## config.mk

```make
export PLATFORM = sky130hd
export DESIGN_NAME = slt_top
export DESIGN_NICKNAME = d
export VERILOG_FILES = /design/src/core/slt_pkg.sv /design/src/core/slt_buf2.sv /design/src/core/slt_datapath.sv /design/src/core/slt_top.sv
export VERILOG_INCLUDE_DIRS = /design/src /design/src/core
export SDC_FILE = /design/constraint.sdc
export NUM_CORES = 2
export LEC_CHECK = 0
export BUFFER_PORTS_ARGS = -buffer_cell sky130_fd_sc_hd__buf_2
export CORE_MARGIN = 4
export CORE_UTILIZATION = 65
export CTS_BUF_LIST = sky130_fd_sc_hd__clkbuf_4 sky130_fd_sc_hd__clkbuf_8 sky130_fd_sc_hd__clkbuf_16
export CTS_CLUSTER_DIAMETER = 30
export DETAILED_ROUTE_END_ITERATION = 8
export PLACE_DENSITY_LB_ADDON = 0.2
export SYNTH_ARGS = -nofsm -noshare
export SYNTH_HDL_FRONTEND = slang
export SYNTH_HIERARCHICAL = 1
export SYNTH_SLANG_ARGS = --single-unit
```

## constraint.sdc

```tcl
create_clock -name CLOCK -period 38.7 [get_ports CLOCK]
set_input_delay 11.61 -clock CLOCK [delete_from_list [all_inputs] [get_ports CLOCK]]
set_output_delay 11.61 -clock CLOCK [all_outputs]
set_load 0.01 [all_outputs]
```

## src/core/slt_cfg.svh

```systemverilog
/*
 Register offsets, field positions, reset values and serial-port frame
 counts of the serial link transport configuration bank.
 Assumes inclusion by bare name from the package and design files.
*/
`ifndef SLT_CFG_SVH
`define SLT_CFG_SVH

`define SLT_A_FORMAT   12'h110
`define SLT_A_FEATURE  12'h111
`define SLT_A_INTERP   12'h112
`define SLT_A_GAIN     12'h113
`define SLT_A_DCOFS    12'h114
`define SLT_A_PHASE    12'h115
`define SLT_A_GDELAY   12'h116
`define SLT_A_STATUS   12'h117
`define SLT_A_IFPWR    12'h200
`define SLT_A_LANEPD   12'h201
`define SLT_A_LINKCTL  12'h300
`define SLT_A_DID      12'h450
`define SLT_A_BID      12'h451
`define SLT_A_LID      12'h452
`define SLT_A_LANES    12'h453
`define SLT_A_OCTETS   12'h454
`define SLT_A_FRAMES   12'h455
`define SLT_A_CONVS    12'h456
`define SLT_A_RESOL    12'h457
`define SLT_A_NPBITS   12'h458
`define SLT_A_VERSION  12'h459
`define SLT_A_DENSITY  12'h45a
`define SLT_A_CSUM     12'h45d
`define SLT_A_DESKEW   12'h46c
`define SLT_A_FSET     12'h476
`define SLT_A_LANEEN   12'h47d

`define SLT_B_FMT      7
`define SLT_B_MOD      0
`define SLT_B_ISINC    1
`define SLT_B_PHASE    2
`define SLT_B_DCOFS    3
`define SLT_B_PROT     4
`define SLT_B_DUAL     3
`define SLT_B_LSEL     2
`define SLT_VER_LSB    5
`define SLT_VER_REV_B  3'h1

`define SLT_R_FEATURE  8'h02
`define SLT_R_GAIN     8'h40
`define SLT_R_IFPWR    8'hff
`define SLT_R_ZERO     8'h00
`define SLT_GAIN_SHIFT 6
`define SLT_PHASE_SHIFT 7
`define SLT_ISINC_SHIFT 4

`define SLT_SPI_INSTR  5'd16
`define SLT_SPI_FRAME  5'd24
`define SLT_BANK_REGS  13

`endif

```

## src/core/slt_pkg.sv

```systemverilog
/*
 Types shared by the transport configuration bank and its datapath.
 Assumes slt_cfg.svh is on the include path.
*/
`default_nettype none
`include "slt_cfg.svh"

package slt_pkg;

  typedef logic signed [15:0] slt_word_t;

  typedef struct packed {
    logic       unsigned_fmt;
    logic       mod_en;
    logic       isinc_en;
    logic       phase_en;
    logic       dc_en;
    logic       prot_en;
    logic       link_up;
    logic [1:0] interp;
    logic [1:0] gdelay;
    logic [7:0] gain;
    logic [7:0] dc_ofs;
    logic [7:0] phase;
  } slt_dp_cfg_t;

  typedef enum logic [1:0] {
    SLT_IDLE  = 2'b00,
    SLT_INSTR = 2'b01,
    SLT_DATA  = 2'b10
  } slt_spi_state_t;

endpackage

`default_nettype wire

```

## src/core/slt_buf2.sv

```systemverilog
/*
 Two-entry buffer with valid and ready on both sides.
 Assumes one clock and a reset already synchronised to it.
*/
`timescale 1ns/1ns
`default_nettype none

module slt_buf2 #(
  parameter int W = 16
) (
  input  wire logic         clk,
  input  wire logic         rst_n,
  input  wire logic [W-1:0] in_data,
  input  wire logic         in_valid,
  output var  logic         in_ready,
  output var  logic [W-1:0] out_data,
  output var  logic         out_valid,
  input  wire logic         out_ready
);

  logic [W-1:0] mem_q [0:1];
  logic         wp_q;
  logic         rp_q;
  logic [1:0]   cnt_q;
  logic [1:0]   cnt_d;
  logic         push;
  logic         pop;

  assign push      = in_valid & in_ready;
  assign pop       = out_valid & out_ready;
  assign out_valid = cnt_q != 2'h0;
  assign out_data  = mem_q[rp_q];

  always_comb begin
    cnt_d = cnt_q;
    if (push & ~pop) begin
      cnt_d = cnt_q + 2'h1;
    end else if (pop & ~push) begin
      cnt_d = cnt_q - 2'h1;
    end
  end

  // Ready is registered so the top sees it straight from a flop.
  always_ff @(posedge clk or negedge rst_n) begin
    if (!rst_n) begin
      cnt_q    <= 2'h0;
      wp_q     <= 1'b0;
      rp_q     <= 1'b0;
      in_ready <= 1'b0;
    end else begin
      cnt_q    <= cnt_d;
      in_ready <= cnt_d != 2'h2;
      if (push) begin
        wp_q <= ~wp_q;
      end
      if (pop) begin
        rp_q <= ~rp_q;
      end
    end
  end

  always_ff @(posedge clk) begin
    if (push) begin
      mem_q[wp_q] <= in_data;
    end
  end

endmodule

`default_nettype wire

```

## src/core/slt_datapath.sv

```systemverilog
/*
 Sample datapath: format, inverse sinc, gain, phase, offset, modulation,
 protection, group delay and sample-hold interpolation.
 Assumes a configuration struct held steady by the register bank.
*/
`timescale 1ns/1ns
`default_nettype none
`include "slt_cfg.svh"

module slt_datapath (
  input  wire logic                clk,
  input  wire logic                rst_n,
  input  wire slt_pkg::slt_dp_cfg_t cfg,
  input  wire logic [15:0]         in_data,
  input  wire logic                in_valid,
  output var  logic                in_ready,
  output var  logic [15:0]         out_data,
  output var  logic                out_valid,
  input  wire logic                out_ready
);
  import slt_pkg::*;

  slt_word_t          hist_q [0:1];
  slt_word_t          ydel_q [0:2];
  slt_word_t          xs;
  slt_word_t          y;
  logic        [2:0]  rep_q;
  logic               flip_q;
  logic               pop;
  logic signed [19:0] s1;
  logic signed [19:0] s3;
  logic signed [19:0] s4;
  logic signed [19:0] s5;
  logic signed [19:0] dif;
  logic signed [28:0] g;
  logic signed [23:0] p;

  assign in_ready = ~out_valid | (out_ready & rep_q == 3'h0);
  assign pop      = in_valid & in_ready;

  always_comb begin
    xs  = cfg.unsigned_fmt ? {~in_data[15], in_data[14:0]}
                           : in_data;
    dif = 20'(2 * 20'(xs)) - 20'(hist_q[0]) - 20'(hist_q[1]);
    s1  = 20'(xs);
    if (cfg.isinc_en) begin
      s1 = 20'(xs) + (dif >>> `SLT_ISINC_SHIFT);
    end
    g  = s1 * $signed({1'b0, cfg.gain});
    p  = hist_q[0] * $signed(cfg.phase);
    s3 = 20'(g >>> `SLT_GAIN_SHIFT);
    if (cfg.phase_en) begin
      s3 = s3 + 20'(p >>> `SLT_PHASE_SHIFT);
    end
    s4 = s3;
    if (cfg.dc_en) begin
      s4 = s3 + {{8{cfg.dc_ofs[7]}}, cfg.dc_ofs, 4'h0};
    end
    s5 = (cfg.mod_en & flip_q) ? -s4 : s4;
    if (s5 > 20'sh07fff) begin
      y = 16'sh7fff;
    end else if (s5 < -20'sh08000) begin
      y = -16'sh8000;
    end else begin
      y = s5[15:0];
    end
    if (cfg.prot_en & ~cfg.link_up) begin
      y = 16'sh0000;
    end
  end

  // Each accepted sample is held for the interpolation ratio in beats.
  always_ff @(posedge clk or negedge rst_n) begin
    if (!rst_n) begin
      out_valid <= 1'b0;
      out_data  <= 16'h0000;
      rep_q     <= 3'h0;
      flip_q    <= 1'b0;
      for (int i = 0; i < 2; i++) begin
        hist_q[i] <= 16'sh0000;
      end
      for (int i = 0; i < 3; i++) begin
        ydel_q[i] <= 16'sh0000;
      end
    end else if (pop) begin
      out_valid <= 1'b1;
      rep_q     <= 3'((4'h1 << cfg.interp) - 4'h1);
      flip_q    <= ~flip_q;
      hist_q[0] <= xs;
      hist_q[1] <= hist_q[0];
      ydel_q[0] <= y;
      ydel_q[1] <= ydel_q[0];
      ydel_q[2] <= ydel_q[1];
      out_data  <= (cfg.gdelay == 2'h0) ? y
                                        : ydel_q[cfg.gdelay - 2'h1];
    end else if (out_valid & out_ready) begin
      if (rep_q == 3'h0) begin
        out_valid <= 1'b0;
      end else begin
        rep_q <= rep_q - 3'h1;
      end
    end
  end

endmodule

`default_nettype wire

```

## src/core/slt_top.sv

```systemverilog
/*
 Serial link transport configuration bank with its serial port,
 identifier check and sample datapath.
 Assumes all pins synchronous to CLOCK and a serial clock far slower.
*/
`timescale 1ns/1ns
`default_nettype none
`include "slt_cfg.svh"

module slt_top (
  input  wire logic        CLOCK,
  input  wire logic        RST_N,
  input  wire logic        SPI_CS_N,
  input  wire logic        SPI_SCLK,
  input  wire logic        SPI_SDI,
  output var  logic        SPI_SDO,
  output var  logic        SPI_SDO_OE_N,
  input  wire logic [15:0] SAMPLE_IN,
  input  wire logic        SAMPLE_IN_VALID,
  output var  logic        SAMPLE_IN_READY,
  output var  logic [15:0] DAC_DATA,
  output var  logic        DAC_VALID,
  input  wire logic        DAC_READY,
  input  wire logic        RX_ID_VALID,
  input  wire logic        RX_ID_LINK,
  input  wire logic [7:0]  RX_DID,
  input  wire logic [7:0]  RX_BID,
  input  wire logic [7:0]  RX_LID,
  output var  logic        ID_MISMATCH,
  output var  logic        LINK_POWER_UP,
  output var  logic [7:0]  LANE_ACTIVE,
  output var  logic [7:0]  DESKEW_LANES,
  output var  logic [4:0]  LANE_COUNT_M1,
  output var  logic        PROTOCOL_REV_B,
  output var  logic        TWO_LINK_ENABLE
);
  import slt_pkg::*;

  ////////////////////////////////////////////////////////////////////////
  // Reset release.

  logic rst_meta_q;
  logic rst_n_q;

  always_ff @(posedge CLOCK or negedge RST_N) begin
    if (!RST_N) begin
      rst_meta_q <= 1'b0;
      rst_n_q    <= 1'b0;
    end else begin
      rst_meta_q <= 1'b1;
      rst_n_q    <= rst_meta_q;
    end
  end

  ////////////////////////////////////////////////////////////////////////
  // Serial port: 16-bit instruction (read flag, address), 8 data bits.

  slt_spi_state_t state_q;
  logic           sclk_q;
  logic           rise;
  logic           fall;
  logic [4:0]     bit_q;
  logic [22:0]    shin_q;
  logic           rd_q;
  logic [11:0]    addr_q;
  logic           load_q;
  logic [7:0]     rdsh_q;
  logic           wr_q;
  logic [7:0]     wdata_q;
  logic [7:0]     rdata;

  assign rise = SPI_SCLK & ~sclk_q;
  assign fall = ~SPI_SCLK & sclk_q;

  always_ff @(posedge CLOCK or negedge rst_n_q) begin
    if (!rst_n_q) begin
      state_q      <= SLT_IDLE;
      sclk_q       <= 1'b0;
      bit_q        <= 5'h0;
      shin_q       <= 23'h0;
      rd_q         <= 1'b0;
      addr_q       <= 12'h000;
      load_q       <= 1'b0;
      rdsh_q       <= 8'h00;
      wr_q         <= 1'b0;
      wdata_q      <= 8'h00;
      SPI_SDO      <= 1'b0;
      SPI_SDO_OE_N <= 1'b1;
    end else begin
      sclk_q <= SPI_SCLK;
      wr_q   <= 1'b0;
      load_q <= 1'b0;
      if (load_q) begin
        rdsh_q <= rdata;
      end
      if (SPI_CS_N) begin
        state_q      <= SLT_IDLE;
        bit_q        <= 5'h0;
        SPI_SDO_OE_N <= 1'b1;
      end else begin
        case (state_q)
          SLT_IDLE: begin
            state_q <= SLT_INSTR;
          end
          SLT_INSTR: begin
            if (rise) begin
              shin_q <= {shin_q[21:0], SPI_SDI};
              bit_q  <= bit_q + 5'h1;
              if (bit_q == `SLT_SPI_INSTR - 5'h1) begin
                rd_q    <= shin_q[14];
                addr_q  <= {shin_q[10:0], SPI_SDI};
                load_q  <= shin_q[14];
                state_q <= SLT_DATA;
              end
            end
          end
          SLT_DATA: begin
            if (rd_q) begin
              SPI_SDO_OE_N <= 1'b0;
            end
            if (fall & rd_q) begin
              SPI_SDO <= rdsh_q[7];
              rdsh_q  <= {rdsh_q[6:0], 1'b0};
            end
            if (rise) begin
              shin_q <= {shin_q[21:0], SPI_SDI};
              bit_q  <= bit_q + 5'h1;
              if (bit_q == `SLT_SPI_FRAME - 5'h1) begin
                wr_q    <= ~rd_q;
                wdata_q <= {shin_q[6:0], SPI_SDI};
                state_q <= SLT_IDLE;
              end
            end
          end
          default: begin
            state_q <= SLT_IDLE;
          end
        endcase
      end
    end
  end

  ////////////////////////////////////////////////////////////////////////
  // Shared datapath and link-common registers.

  logic [7:0] format_q;
  logic [7:0] feature_q;
  logic [7:0] interp_q;
  logic [7:0] gain_q;
  logic [7:0] dcofs_q;
  logic [7:0] phase_q;
  logic [7:0] gdelay_q;
  logic [7:0] ifpwr_q;
  logic [7:0] lanepd_q;
  logic [7:0] linkctl_q;
  logic       lsel;

  // Link control is kept single so the select bit cannot hide itself.
  assign lsel = linkctl_q[`SLT_B_LSEL];

  always_ff @(posedge CLOCK or negedge rst_n_q) begin
    if (!rst_n_q) begin
      format_q  <= `SLT_R_ZERO;
      feature_q <= `SLT_R_FEATURE;
      interp_q  <= `SLT_R_ZERO;
      gain_q    <= `SLT_R_GAIN;
      dcofs_q   <= `SLT_R_ZERO;
      phase_q   <= `SLT_R_ZERO;
      gdelay_q  <= `SLT_R_ZERO;
      ifpwr_q   <= `SLT_R_IFPWR;
      lanepd_q  <= `SLT_R_ZERO;
      linkctl_q <= `SLT_R_ZERO;
    end else if (wr_q) begin
      case (addr_q)
        `SLT_A_FORMAT:  format_q  <= wdata_q;
        `SLT_A_FEATURE: feature_q <= wdata_q;
        `SLT_A_INTERP:  interp_q  <= wdata_q;
        `SLT_A_GAIN:    gain_q    <= wdata_q;
        `SLT_A_DCOFS:   dcofs_q   <= wdata_q;
        `SLT_A_PHASE:   phase_q   <= wdata_q;
        `SLT_A_GDELAY:  gdelay_q  <= wdata_q;
        `SLT_A_IFPWR:   ifpwr_q   <= wdata_q;
        `SLT_A_LANEPD:  lanepd_q  <= wdata_q;
        `SLT_A_LINKCTL: linkctl_q <= wdata_q;
        default: begin
        end
      endcase
    end
  end

  ////////////////////////////////////////////////////////////////////////
  // Per-link banked registers, one copy per link.

  logic [7:0] bank_q [0:1][0:`SLT_BANK_REGS-1];
  logic [4:0] widx;
  logic [4:0] ridx;

  // Bit 4 flags a hit; bits 3:0 index the bank.
  function automatic logic [4:0] bank_index(input logic [11:0] a);
    case (a)
      `SLT_A_DID:     bank_index = 5'h10;
      `SLT_A_BID:     bank_index = 5'h11;
      `SLT_A_LID:     bank_index = 5'h12;
      `SLT_A_LANES:   bank_index = 5'h13;
      `SLT_A_OCTETS:  bank_index = 5'h14;
      `SLT_A_FRAMES:  bank_index = 5'h15;
      `SLT_A_CONVS:   bank_index = 5'h16;
      `SLT_A_RESOL:   bank_index = 5'h17;
      `SLT_A_NPBITS:  bank_index = 5'h18;
      `SLT_A_VERSION: bank_index = 5'h19;
      `SLT_A_DENSITY: bank_index = 5'h1a;
      `SLT_A_CSUM:    bank_index = 5'h1b;
      `SLT_A_LANEEN:  bank_index = 5'h1c;
      `SLT_A_DESKEW:  bank_index = 5'h1d;
      `SLT_A_FSET:    bank_index = 5'h1e;
      default:        bank_index = 5'h00;
    endcase
  endfunction

  assign widx = bank_index(addr_q);
  assign ridx = widx;

  // Deskew and frame-octet settings sit above the thirteen stored words
  // and are held in the spare pair below.
  logic [7:0] deskew_q [0:1];
  logic [7:0] fset_q   [0:1];

  generate
    for (genvar gl = 0; gl < 2; gl++) begin : g_link
      always_ff @(posedge CLOCK or negedge rst_n_q) begin
        if (!rst_n_q) begin
          for (int i = 0; i < `SLT_BANK_REGS; i++) begin
            bank_q[gl][i] <= `SLT_R_ZERO;
          end
          deskew_q[gl] <= `SLT_R_ZERO;
          fset_q[gl]   <= `SLT_R_ZERO;
        end else if (wr_q & widx[4] & (lsel == 1'(gl))) begin
          if (widx[3:0] == 4'hd) begin
            deskew_q[gl] <= wdata_q;
          end else if (widx[3:0] == 4'he) begin
            fset_q[gl] <= wdata_q;
          end else begin
            bank_q[gl][widx[3:0]] <= wdata_q;
          end
        end
      end
    end
  endgenerate

  ////////////////////////////////////////////////////////////////////////
  // Read mux; unmapped addresses read zero.

  logic [7:0] status;

  assign status = {5'h00, ID_MISMATCH, linkctl_q[`SLT_B_DUAL],
                   LINK_POWER_UP};

  always_comb begin
    rdata = 8'h00;
    case (addr_q)
      `SLT_A_FORMAT:  rdata = format_q;
      `SLT_A_FEATURE: rdata = feature_q;
      `SLT_A_INTERP:  rdata = interp_q;
      `SLT_A_GAIN:    rdata = gain_q;
      `SLT_A_DCOFS:   rdata = dcofs_q;
      `SLT_A_PHASE:   rdata = phase_q;
      `SLT_A_GDELAY:  rdata = gdelay_q;
      `SLT_A_STATUS:  rdata = status;
      `SLT_A_IFPWR:   rdata = ifpwr_q;
      `SLT_A_LANEPD:  rdata = lanepd_q;
      `SLT_A_LINKCTL: rdata = linkctl_q;
      default: begin
        if (ridx[4] & ridx[3:0] == 4'hd) begin
          rdata = deskew_q[lsel];
        end else if (ridx[4] & ridx[3:0] == 4'he) begin
          rdata = fset_q[lsel];
        end else if (ridx[4]) begin
          rdata = bank_q[lsel][ridx[3:0]];
        end
      end
    endcase
  end

  ////////////////////////////////////////////////////////////////////////
  // Identifier check and published link state.

  logic [7:0] ver0;

  assign ver0 = bank_q[0][9];

  always_ff @(posedge CLOCK or negedge rst_n_q) begin
    if (!rst_n_q) begin
      ID_MISMATCH     <= 1'b0;
      LINK_POWER_UP   <= 1'b0;
      LANE_ACTIVE     <= 8'h00;
      DESKEW_LANES    <= 8'h00;
      LANE_COUNT_M1   <= 5'h00;
      PROTOCOL_REV_B  <= 1'b0;
      TWO_LINK_ENABLE <= 1'b0;
    end else begin
      if (RX_ID_VALID) begin
        ID_MISMATCH <= (RX_DID != bank_q[RX_ID_LINK][0]) |
                       (RX_BID != bank_q[RX_ID_LINK][1]) |
                       (RX_LID != bank_q[RX_ID_LINK][2]);
      end
      LINK_POWER_UP   <= ifpwr_q == 8'h00;
      LANE_ACTIVE     <= bank_q[0][12] & ~lanepd_q;
      DESKEW_LANES    <= deskew_q[0];
      LANE_COUNT_M1   <= bank_q[0][3][4:0];
      PROTOCOL_REV_B  <= ver0[7:`SLT_VER_LSB] == `SLT_VER_REV_B;
      TWO_LINK_ENABLE <= linkctl_q[`SLT_B_DUAL];
    end
  end

  ////////////////////////////////////////////////////////////////////////
  // Sample path: buffer absorbs a receiver stall, then the datapath.

  slt_dp_cfg_t cfg;
  logic [15:0] bdata;
  logic        bvalid;
  logic        bready;

  always_comb begin
    cfg.unsigned_fmt = format_q[`SLT_B_FMT];
    cfg.mod_en       = feature_q[`SLT_B_MOD];
    cfg.isinc_en     = feature_q[`SLT_B_ISINC];
    cfg.phase_en     = feature_q[`SLT_B_PHASE];
    cfg.dc_en        = feature_q[`SLT_B_DCOFS];
    cfg.prot_en      = feature_q[`SLT_B_PROT];
    cfg.link_up      = LINK_POWER_UP;
    cfg.interp       = interp_q[1:0];
    cfg.gdelay       = gdelay_q[1:0];
    cfg.gain         = gain_q;
    cfg.dc_ofs       = dcofs_q;
    cfg.phase        = phase_q;
  end

  slt_buf2 #(
    .W (16)
  ) u_buf (
    .clk       (CLOCK),
    .rst_n     (rst_n_q),
    .in_data   (SAMPLE_IN),
    .in_valid  (SAMPLE_IN_VALID),
    .in_ready  (SAMPLE_IN_READY),
    .out_data  (bdata),
    .out_valid (bvalid),
    .out_ready (bready)
  );

  slt_datapath u_dp (
    .clk       (CLOCK),
    .rst_n     (rst_n_q),
    .cfg       (cfg),
    .in_data   (bdata),
    .in_valid  (bvalid),
    .in_ready  (bready),
    .out_data  (DAC_DATA),
    .out_valid (DAC_VALID),
    .out_ready (DAC_READY)
  );

endmodule

`default_nettype wire

```

After elaboration in Yosys (flattened, before gate mapping)
Memory sizes are Yosys's and may differ from the RTL's.
Index checks and enable logic that the tools add are counted.
{"block": "totals", "register_bits": 509, "latch_bits": 0, "mem_bits_rw": 32, "romBits": 0, "input_bits": 49, "out_inout_bits": 45, "mem_count": 1}
{"memory": "u_buf.mem_q", "depth": 2, "word_bits": 16, "read_ports": 1, "rd_clocked_by_memory_dff": 0, "write_ports": 1, "line_no": "slt_buf2.sv:21", "text": "logic [W-1:0] mem_q [0:1];"}
{"block": "op_classes", "n_addsub": 12, "n_mul": 2, "div": 0, "order_cmp": 7, "eq_ne": 42, "shift": 1, "mux": 70, "n_bitwise": 40, "reduce_logical": 38}
{"operator": "$mux W104", "count": 6}
{"operator": "$bwmux W104", "count": 2}
{"operator": "$eq A12 B11 Y1 const B", "count": 15}
{"operator": "$mux W8", "count": 16}
{"operator": "$mux W16", "count": 7}
{"operator": "$eq A12 B9 Y1 const B", "count": 8}
{"operator": "$pmux W8 S11", "count": 1}
{"operator": "$mux W20", "count": 4}
{"operator": "$pmux W5 S15", "count": 1}
{"operator": "$eq A12 B10 Y1 const B", "count": 3}
{"operator": "$bmux W16 S2", "count": 1}
{"operator": "$bmux W8 S4", "count": 1}
{"operator": "$demux W8 S4", "count": 1}
{"operator": "$reduce_and A2 Y1", "count": 16}
{"operator": "$mul A20 B9 Y26", "count": 1}
{"operator": "$mul A16 B8 Y24", "count": 1}
{"operator": "$ne A8 B8 Y1", "count": 3}
{"operator": "$add A20 B17 Y20", "count": 1}
{"operator": "$add A20 B20 Y20", "count": 1}
{"operator": "$gt A20 B16 Y1 const B", "count": 1}
{"operator": "$lt A20 B16 Y1 const B", "count": 1}
{"operator": "$neg A20 Y20", "count": 1}
{"operator": "$sub A18 B16 Y19", "count": 1}
{"operator": "$reduce_and A3 Y1", "count": 6}
{"operator": "39 further kinds", "count": 113}

Logic depth before layout (Yosys ltp)
An unclocked memory read counts as a cell.
{"block": "logic_depth", "ltp_word": 19, "ltp_mapped": 64, "ltp_nobuf": 61}

Cells and area by module
The synthesis kept the hierarchy.
{"module": "slt_top", "n_inst": 1, "cells_per_inst": 1436, "area_per_inst_um2": 19008.2}
{"module": "slt_datapath", "n_inst": 1, "cells_per_inst": 2203, "area_per_inst_um2": 18532.8}
{"module": "slt_buf2", "n_inst": 1, "cells_per_inst": 73, "area_per_inst_um2": 1411.4}

Worst setup path after synthesis
No wires, ideal clock.
{"block": "synth_timing", "path_kind": "register to register", "from": "register u_buf.rp_q", "to": "register u_dp.out_data[10]", "setup_time_ns": 0.123, "arrival_ns": 13.580, "setup_slack_ns": 24.997, "path_stages_with_launch": 59, "n_path_buf": 4, "synth_period_minus_slack_ns": 13.703, "cell_sequence": "dfrtp_1 > buf_2 > mux2_2 > inv_1 > fa_1 > inv_1 > ha_1 > a21o_1 > a21oi_1 > o21bai_1 > a21oi_1 > o21bai_1 > a21oi_1 > xnor2_1 > ha_1 > a21o_1 > a21o_1 > a21o_1 > (+23 left out) > o21ai_0 > xor2_1 > mux2_2 > ha_1 > inv_1 > a211o_1 > a21boi_0 > nor3b_1 > a211o_1 > or3_1 > buf_2 > or4_1 > mux2i_1 > a32oi_1 > o221ai_2 > nand3_2 > buf_6 > o221a_1"}
{"block": "synth_via", "elab_cells_between_ends": 20}
{"element": "start, declared", "line_no": "slt_buf2.sv:23", "text": "logic rp_q;"}
{"element": "start signal, assigned", "line_no": "slt_buf2.sv:57", "text": "rp_q <= ~rp_q;"}
{"element": "$mem_v2 Z2 W16 *"}
{"element": "net bdata[1]", "line_no": "slt_top.sv:319", "text": "logic [15:0] bdata;"}
{"element": "$mux W16 *", "line_no": "slt_datapath.sv:42", "text": "xs = cfg.unsigned_fmt ? {~in_data[15], in_data[14:0]}"}
{"element": "$sub A17 B16 Y18", "line_no": "slt_datapath.sv:44", "text": "dif = 20'(2 * 20'(xs)) - 20'(hist_q[0]) - 20'(hist_q[1]);"}
{"element": "$sub A18 B16 Y19", "line_no": "slt_datapath.sv:44"}
{"element": "$add A16 B16 Y17", "line_no": "slt_datapath.sv:47", "text": "s1 = 20'(xs) + (dif >>> `SLT_ISINC_SHIFT);"}
{"element": "$mux W20 *", "line_no": "slt_datapath.sv:46", "text": "if (cfg.isinc_en) begin"}
{"element": "$mul A20 B9 Y26 *", "line_no": "slt_datapath.sv:49", "text": "g = s1 * $signed({1'b0, cfg.gain});"}
{"element": "(+3 left out)"}
{"element": "$mux W20 *", "line_no": "slt_datapath.sv:56", "text": "if (cfg.dc_en) begin"}
{"element": "$neg A20 Y20", "line_no": "slt_datapath.sv:59", "text": "s5 = (cfg.mod_en & flip_q) ? -s4 : s4;"}
{"element": "$mux W20 *", "line_no": "slt_datapath.sv:59"}
{"element": "$lt A20 B16 Y1", "line_no": "slt_datapath.sv:62", "text": "end else if (s5 < -20'sh08000) begin"}
{"element": "$mux W16", "line_no": "slt_datapath.sv:62"}
{"element": "$mux W16 *", "line_no": "slt_datapath.sv:60", "text": "if (s5 > 20'sh07fff) begin"}
{"element": "$mux W16 *", "line_no": "slt_datapath.sv:67", "text": "if (cfg.prot_en & ~cfg.link_up) begin"}
{"element": "$mux W16 *", "line_no": "slt_datapath.sv:94", "text": "out_data <= (cfg.gdelay == 2'h0) ? y"}
{"element": "end signal, assigned", "line_no": "slt_datapath.sv:94"}
{"element": "end, declared", "line_no": "slt_datapath.sv:17", "text": "output var logic [15:0] out_data,"}
The timed path passes the listed nets; every way through them passes the cells marked *.
A chain may end at the register's enable or synchronous reset.

Final worst setup path
{"block": "layout_timing", "from": "register u_buf.rp_q", "to": "register u_dp.out_data[9]"}
The elaborated chain is that of the path after synthesis.

==> results.yml <==
outcome:
  outcome: "finished, final reports clean"
placement:
  dp_slack_ns: 22.63
  io_buffers: 93
  hpwlAfterDp_mm: 79.8
  place_congestion: 1.03
yosys:
  synth_edf_count: 32
  synth-xor-area-share: 0.0285
  ys_ff_latch: 541
  synth-simple-area-share: 0.138
  synth_top_cell_by_area: "dfrtp_1"
  synth_warnings: 6
  synth_top_cells_by_area: "dfrtp_1, mux2_2, fa_1"
  synth_common_cells: "dfrtp_1, nand2_1, mux2_2, inv_1, fa_1"
  syn-mean-instance-area_um2: 10.5
  synth_compound_area_frac: 0.100
  mappedNetlistArea_um2: 39000
  synth_fa_ha_area_frac: 0.172
  yosysSeqAreaShare: 0.352
  synth_top_family_by_area: "adder cells"
  ys_async_sr_fraction: 0.941
  ys_types: 104
  synth.most_common_cell: "dfrtp_1"
  synthFlopType: "dfrtp_1"
  muxShareOfSynthArea: 0.158
  syn_nets: 4160
  synthCells: 3712
  synth_top_area_share: 0.320
cts:
  cts_setup_buffers: 0
  cts_tree: "yes"
  postCtsHoldBufs: 0
  htreeDepth: 3
  cts_root_buf: "clkbuf_16"
  clk_latency_ns: 0.67
  post_cts.resized_instances: 0
  cts_buffer_depth: 3
  cts.clk_slew.worst_paths_ns: 0.05
  cts_buffers: 95
  cts.sinks: 541
detailed_routing:
  drt-initial-drc-count: 2503
  dr.pass1.iters: 6
  routedWlPerCell_um: 24.1
  routed_wirelength_mm: 111
  drc: 0
  drtAntennaViolNets: 0
  vias: 29814
  drt-vias-per-instance: 6.48
sta:
  setup_ws_ns: 22.34
  final_hold_viol_count: 0
  worst_slew_pin_slew_ns: 1.38
  slew_headroom: 0.0809
  fin_crit_ns: 16.36
  rsz0062_at_grt: "no"
  setup_tns_ns: 0
  setup_viol: 0
  drv_slew: 0
  clock.fmax_ghz: 0.0611
  period_share: 0.423
  fin_skew_ns: 0.0487
min_path:
  hold_class: "reg -> reg"
floorplanning:
  rows: 89
  boundaryPins: 94
  coreArea_um2: 59100
  die_w_um: 253
  dieHeight_um: 253
  die_area_um2: 63900
  initial_core_util: 0.659
cells_and_area:
  fin_util: 0.733
  drive_gt1_frac: 0.223
  nFillCells: 4032
  syn2layout_area_growth_pct: 11.3
  antenna_cells: 0
  finalNetCount: 4193
setup_path:
  cp_common_cell: "inv_1"
  slowest_delay_ns: 0.89
  endpoint_kind: "flip-flop"
  start_kind: "flip-flop"
  critPathKind: "reg -> reg"
  crit_arrival_ns: 16.89
  cp.required_ns: 39.23
  cp_max_fo: 17
  slowest_stage: "nor4_1"
grt:
  grt_max_degree: 85
  grt_pass1_vias: 31247
  grtUsageTotal: 0.354
  gr-total-overflow: 0
  grt_first_pass_wirelength_mm: 177
  antenna_found_initial: 2
power:
  combinationalPowerShare: 0.361
  cellLeakagePower_nw: 21.2
  vdd.ir_drop.worst_v: 0.000103
  p_sw_w: 0.000890
  swShare: 0.361
  sequentialPowerShare: 0.284
  power_density_nw_per_um2: 56.8
  finalPower_w: 0.00246
  power.clock.fraction: 0.356
  intPower_w: 0.00157
job:
  cap_violations: 0
==> flip-flops by register name (all words and copies together), names as in the netlist, 12 cells and up <==
register	cells
bank_q	200
u_dp/ydel_q	48
u_buf/mem_q	32
u_dp/hist_q	32
deskew_q	16
fset_q	16
u_dp/out_data	16
shin_q	15
addr_q	12
==> critical path, delay by kind of cell (launching register included) <==
kind | cells | cell delay [ns]
AOI/OAI and AO/OA | 26 | 6.65
adders and majority gates | 10 | 4.21
and+or+nand+nor | 11 | 3.05
DFF | 1 | 0.77
muxes | 2 | 0.73
buffers and inverters | 6 | 0.47
xor gates and xnor gates | 2 | 0.37
==> logic make-up after synthesis <==
group | after synthesis
simple gates | 1050
compound gates | 555
flops | 541
mux | 522
buf+inv | 518
fa+ha+maj | 399
xor+xnor | 126
other cells | 1
==> final timing paths <==
check                                        from  cells past startpoint                      endpoint  slack, ns
max                        u_buf/rp_q$_DFFE_PN0P_                     57  u_dp/out_data[9]$_DFFE_PN0P_      22.34
min                          rst_meta_q$_DFF_PN0_                      0             rst_n_q$_DFF_PN0_       0.35
max reg2reg                u_buf/rp_q$_DFFE_PN0P_                     57  u_dp/out_data[9]$_DFFE_PN0P_      22.34
min reg2reg                  rst_meta_q$_DFF_PN0_                      0             rst_n_q$_DFF_PN0_       0.35
max in group asynchronous                   RST_N                      1             rst_n_q$_DFF_PN0_      27.88
min in group asynchronous       rst_n_q$_DFF_PN0_                      0        addr_q[11]$_DFFE_PN0P_       0.49
==> area by class of cell <==
| type | count | area [um^2] | share of cell area |
|---|---|---|---|
| Tap cell | 773 | 967 | 0.0223 |
| Multi-Input combinational cell | 2653 | 23200 | 0.536 |
| Timing Repair Buffer | 136 | 788 | 0.0182 |
| Inverter | 318 | 1190 | 0.0275 |
| Clock inverter | 69 | 897 | 0.0207 |
| Sequential cell | 541 | 13700 | 0.317 |
| Clock buffer | 108 | 2540 | 0.0587 |
==> placed cells by master, fill, tap and decap left out, types with 101 or more instances in the layout <==
master and n:
a21oi_1 101, nor2_1 128, o21ai_0 104, dfrtp_1 496
inv_1 317, nand2_1 419, and2_1 140, ha_1 173
mux2_2 414, fa_1 226
==> layer usage <==
| metal | vias up | track usage | share of wire |
|---|---|---|---|
| met2 | 1337 | 0.592 | 0.49 |
| met1 | 15081 | 0.446 | 0.38 |
| met5 | - | 0 | 0 |
| met4 | 0 | 0.186 | 0.061 |
| met3 | 381 | 0.0621 | 0.069 |
| li1 | 13015 | - | - |
==> stage by stage <==
step / std cells / hold slack (ns) / area [um^2]
2_1_floorplan: 3712 / 0.331 / 39000
3_3_place_gp: 4421 / 0.338 / 39900
3_5_place_dp: 4421 / 0.340 / 39900
4_1_cts: 4598 / 0.357 / 43300
5_1_grt: 4598 / 0.367 / 43300
6_report: 4598 / 0.353 / 43300
==> power groups by stage <==
stage               clock (W)  combinational, W  sequential, W
floorplan                   0          0.000687       0.000683
global placement            0          0.000816       0.000701
detailed placement          0          0.000863       0.000705
CTS                  0.000881          0.000876       0.000697
global route         0.000911          0.000986       0.000706
finish               0.000876          0.000889       0.000699
(Power assumes the default switching activity.)
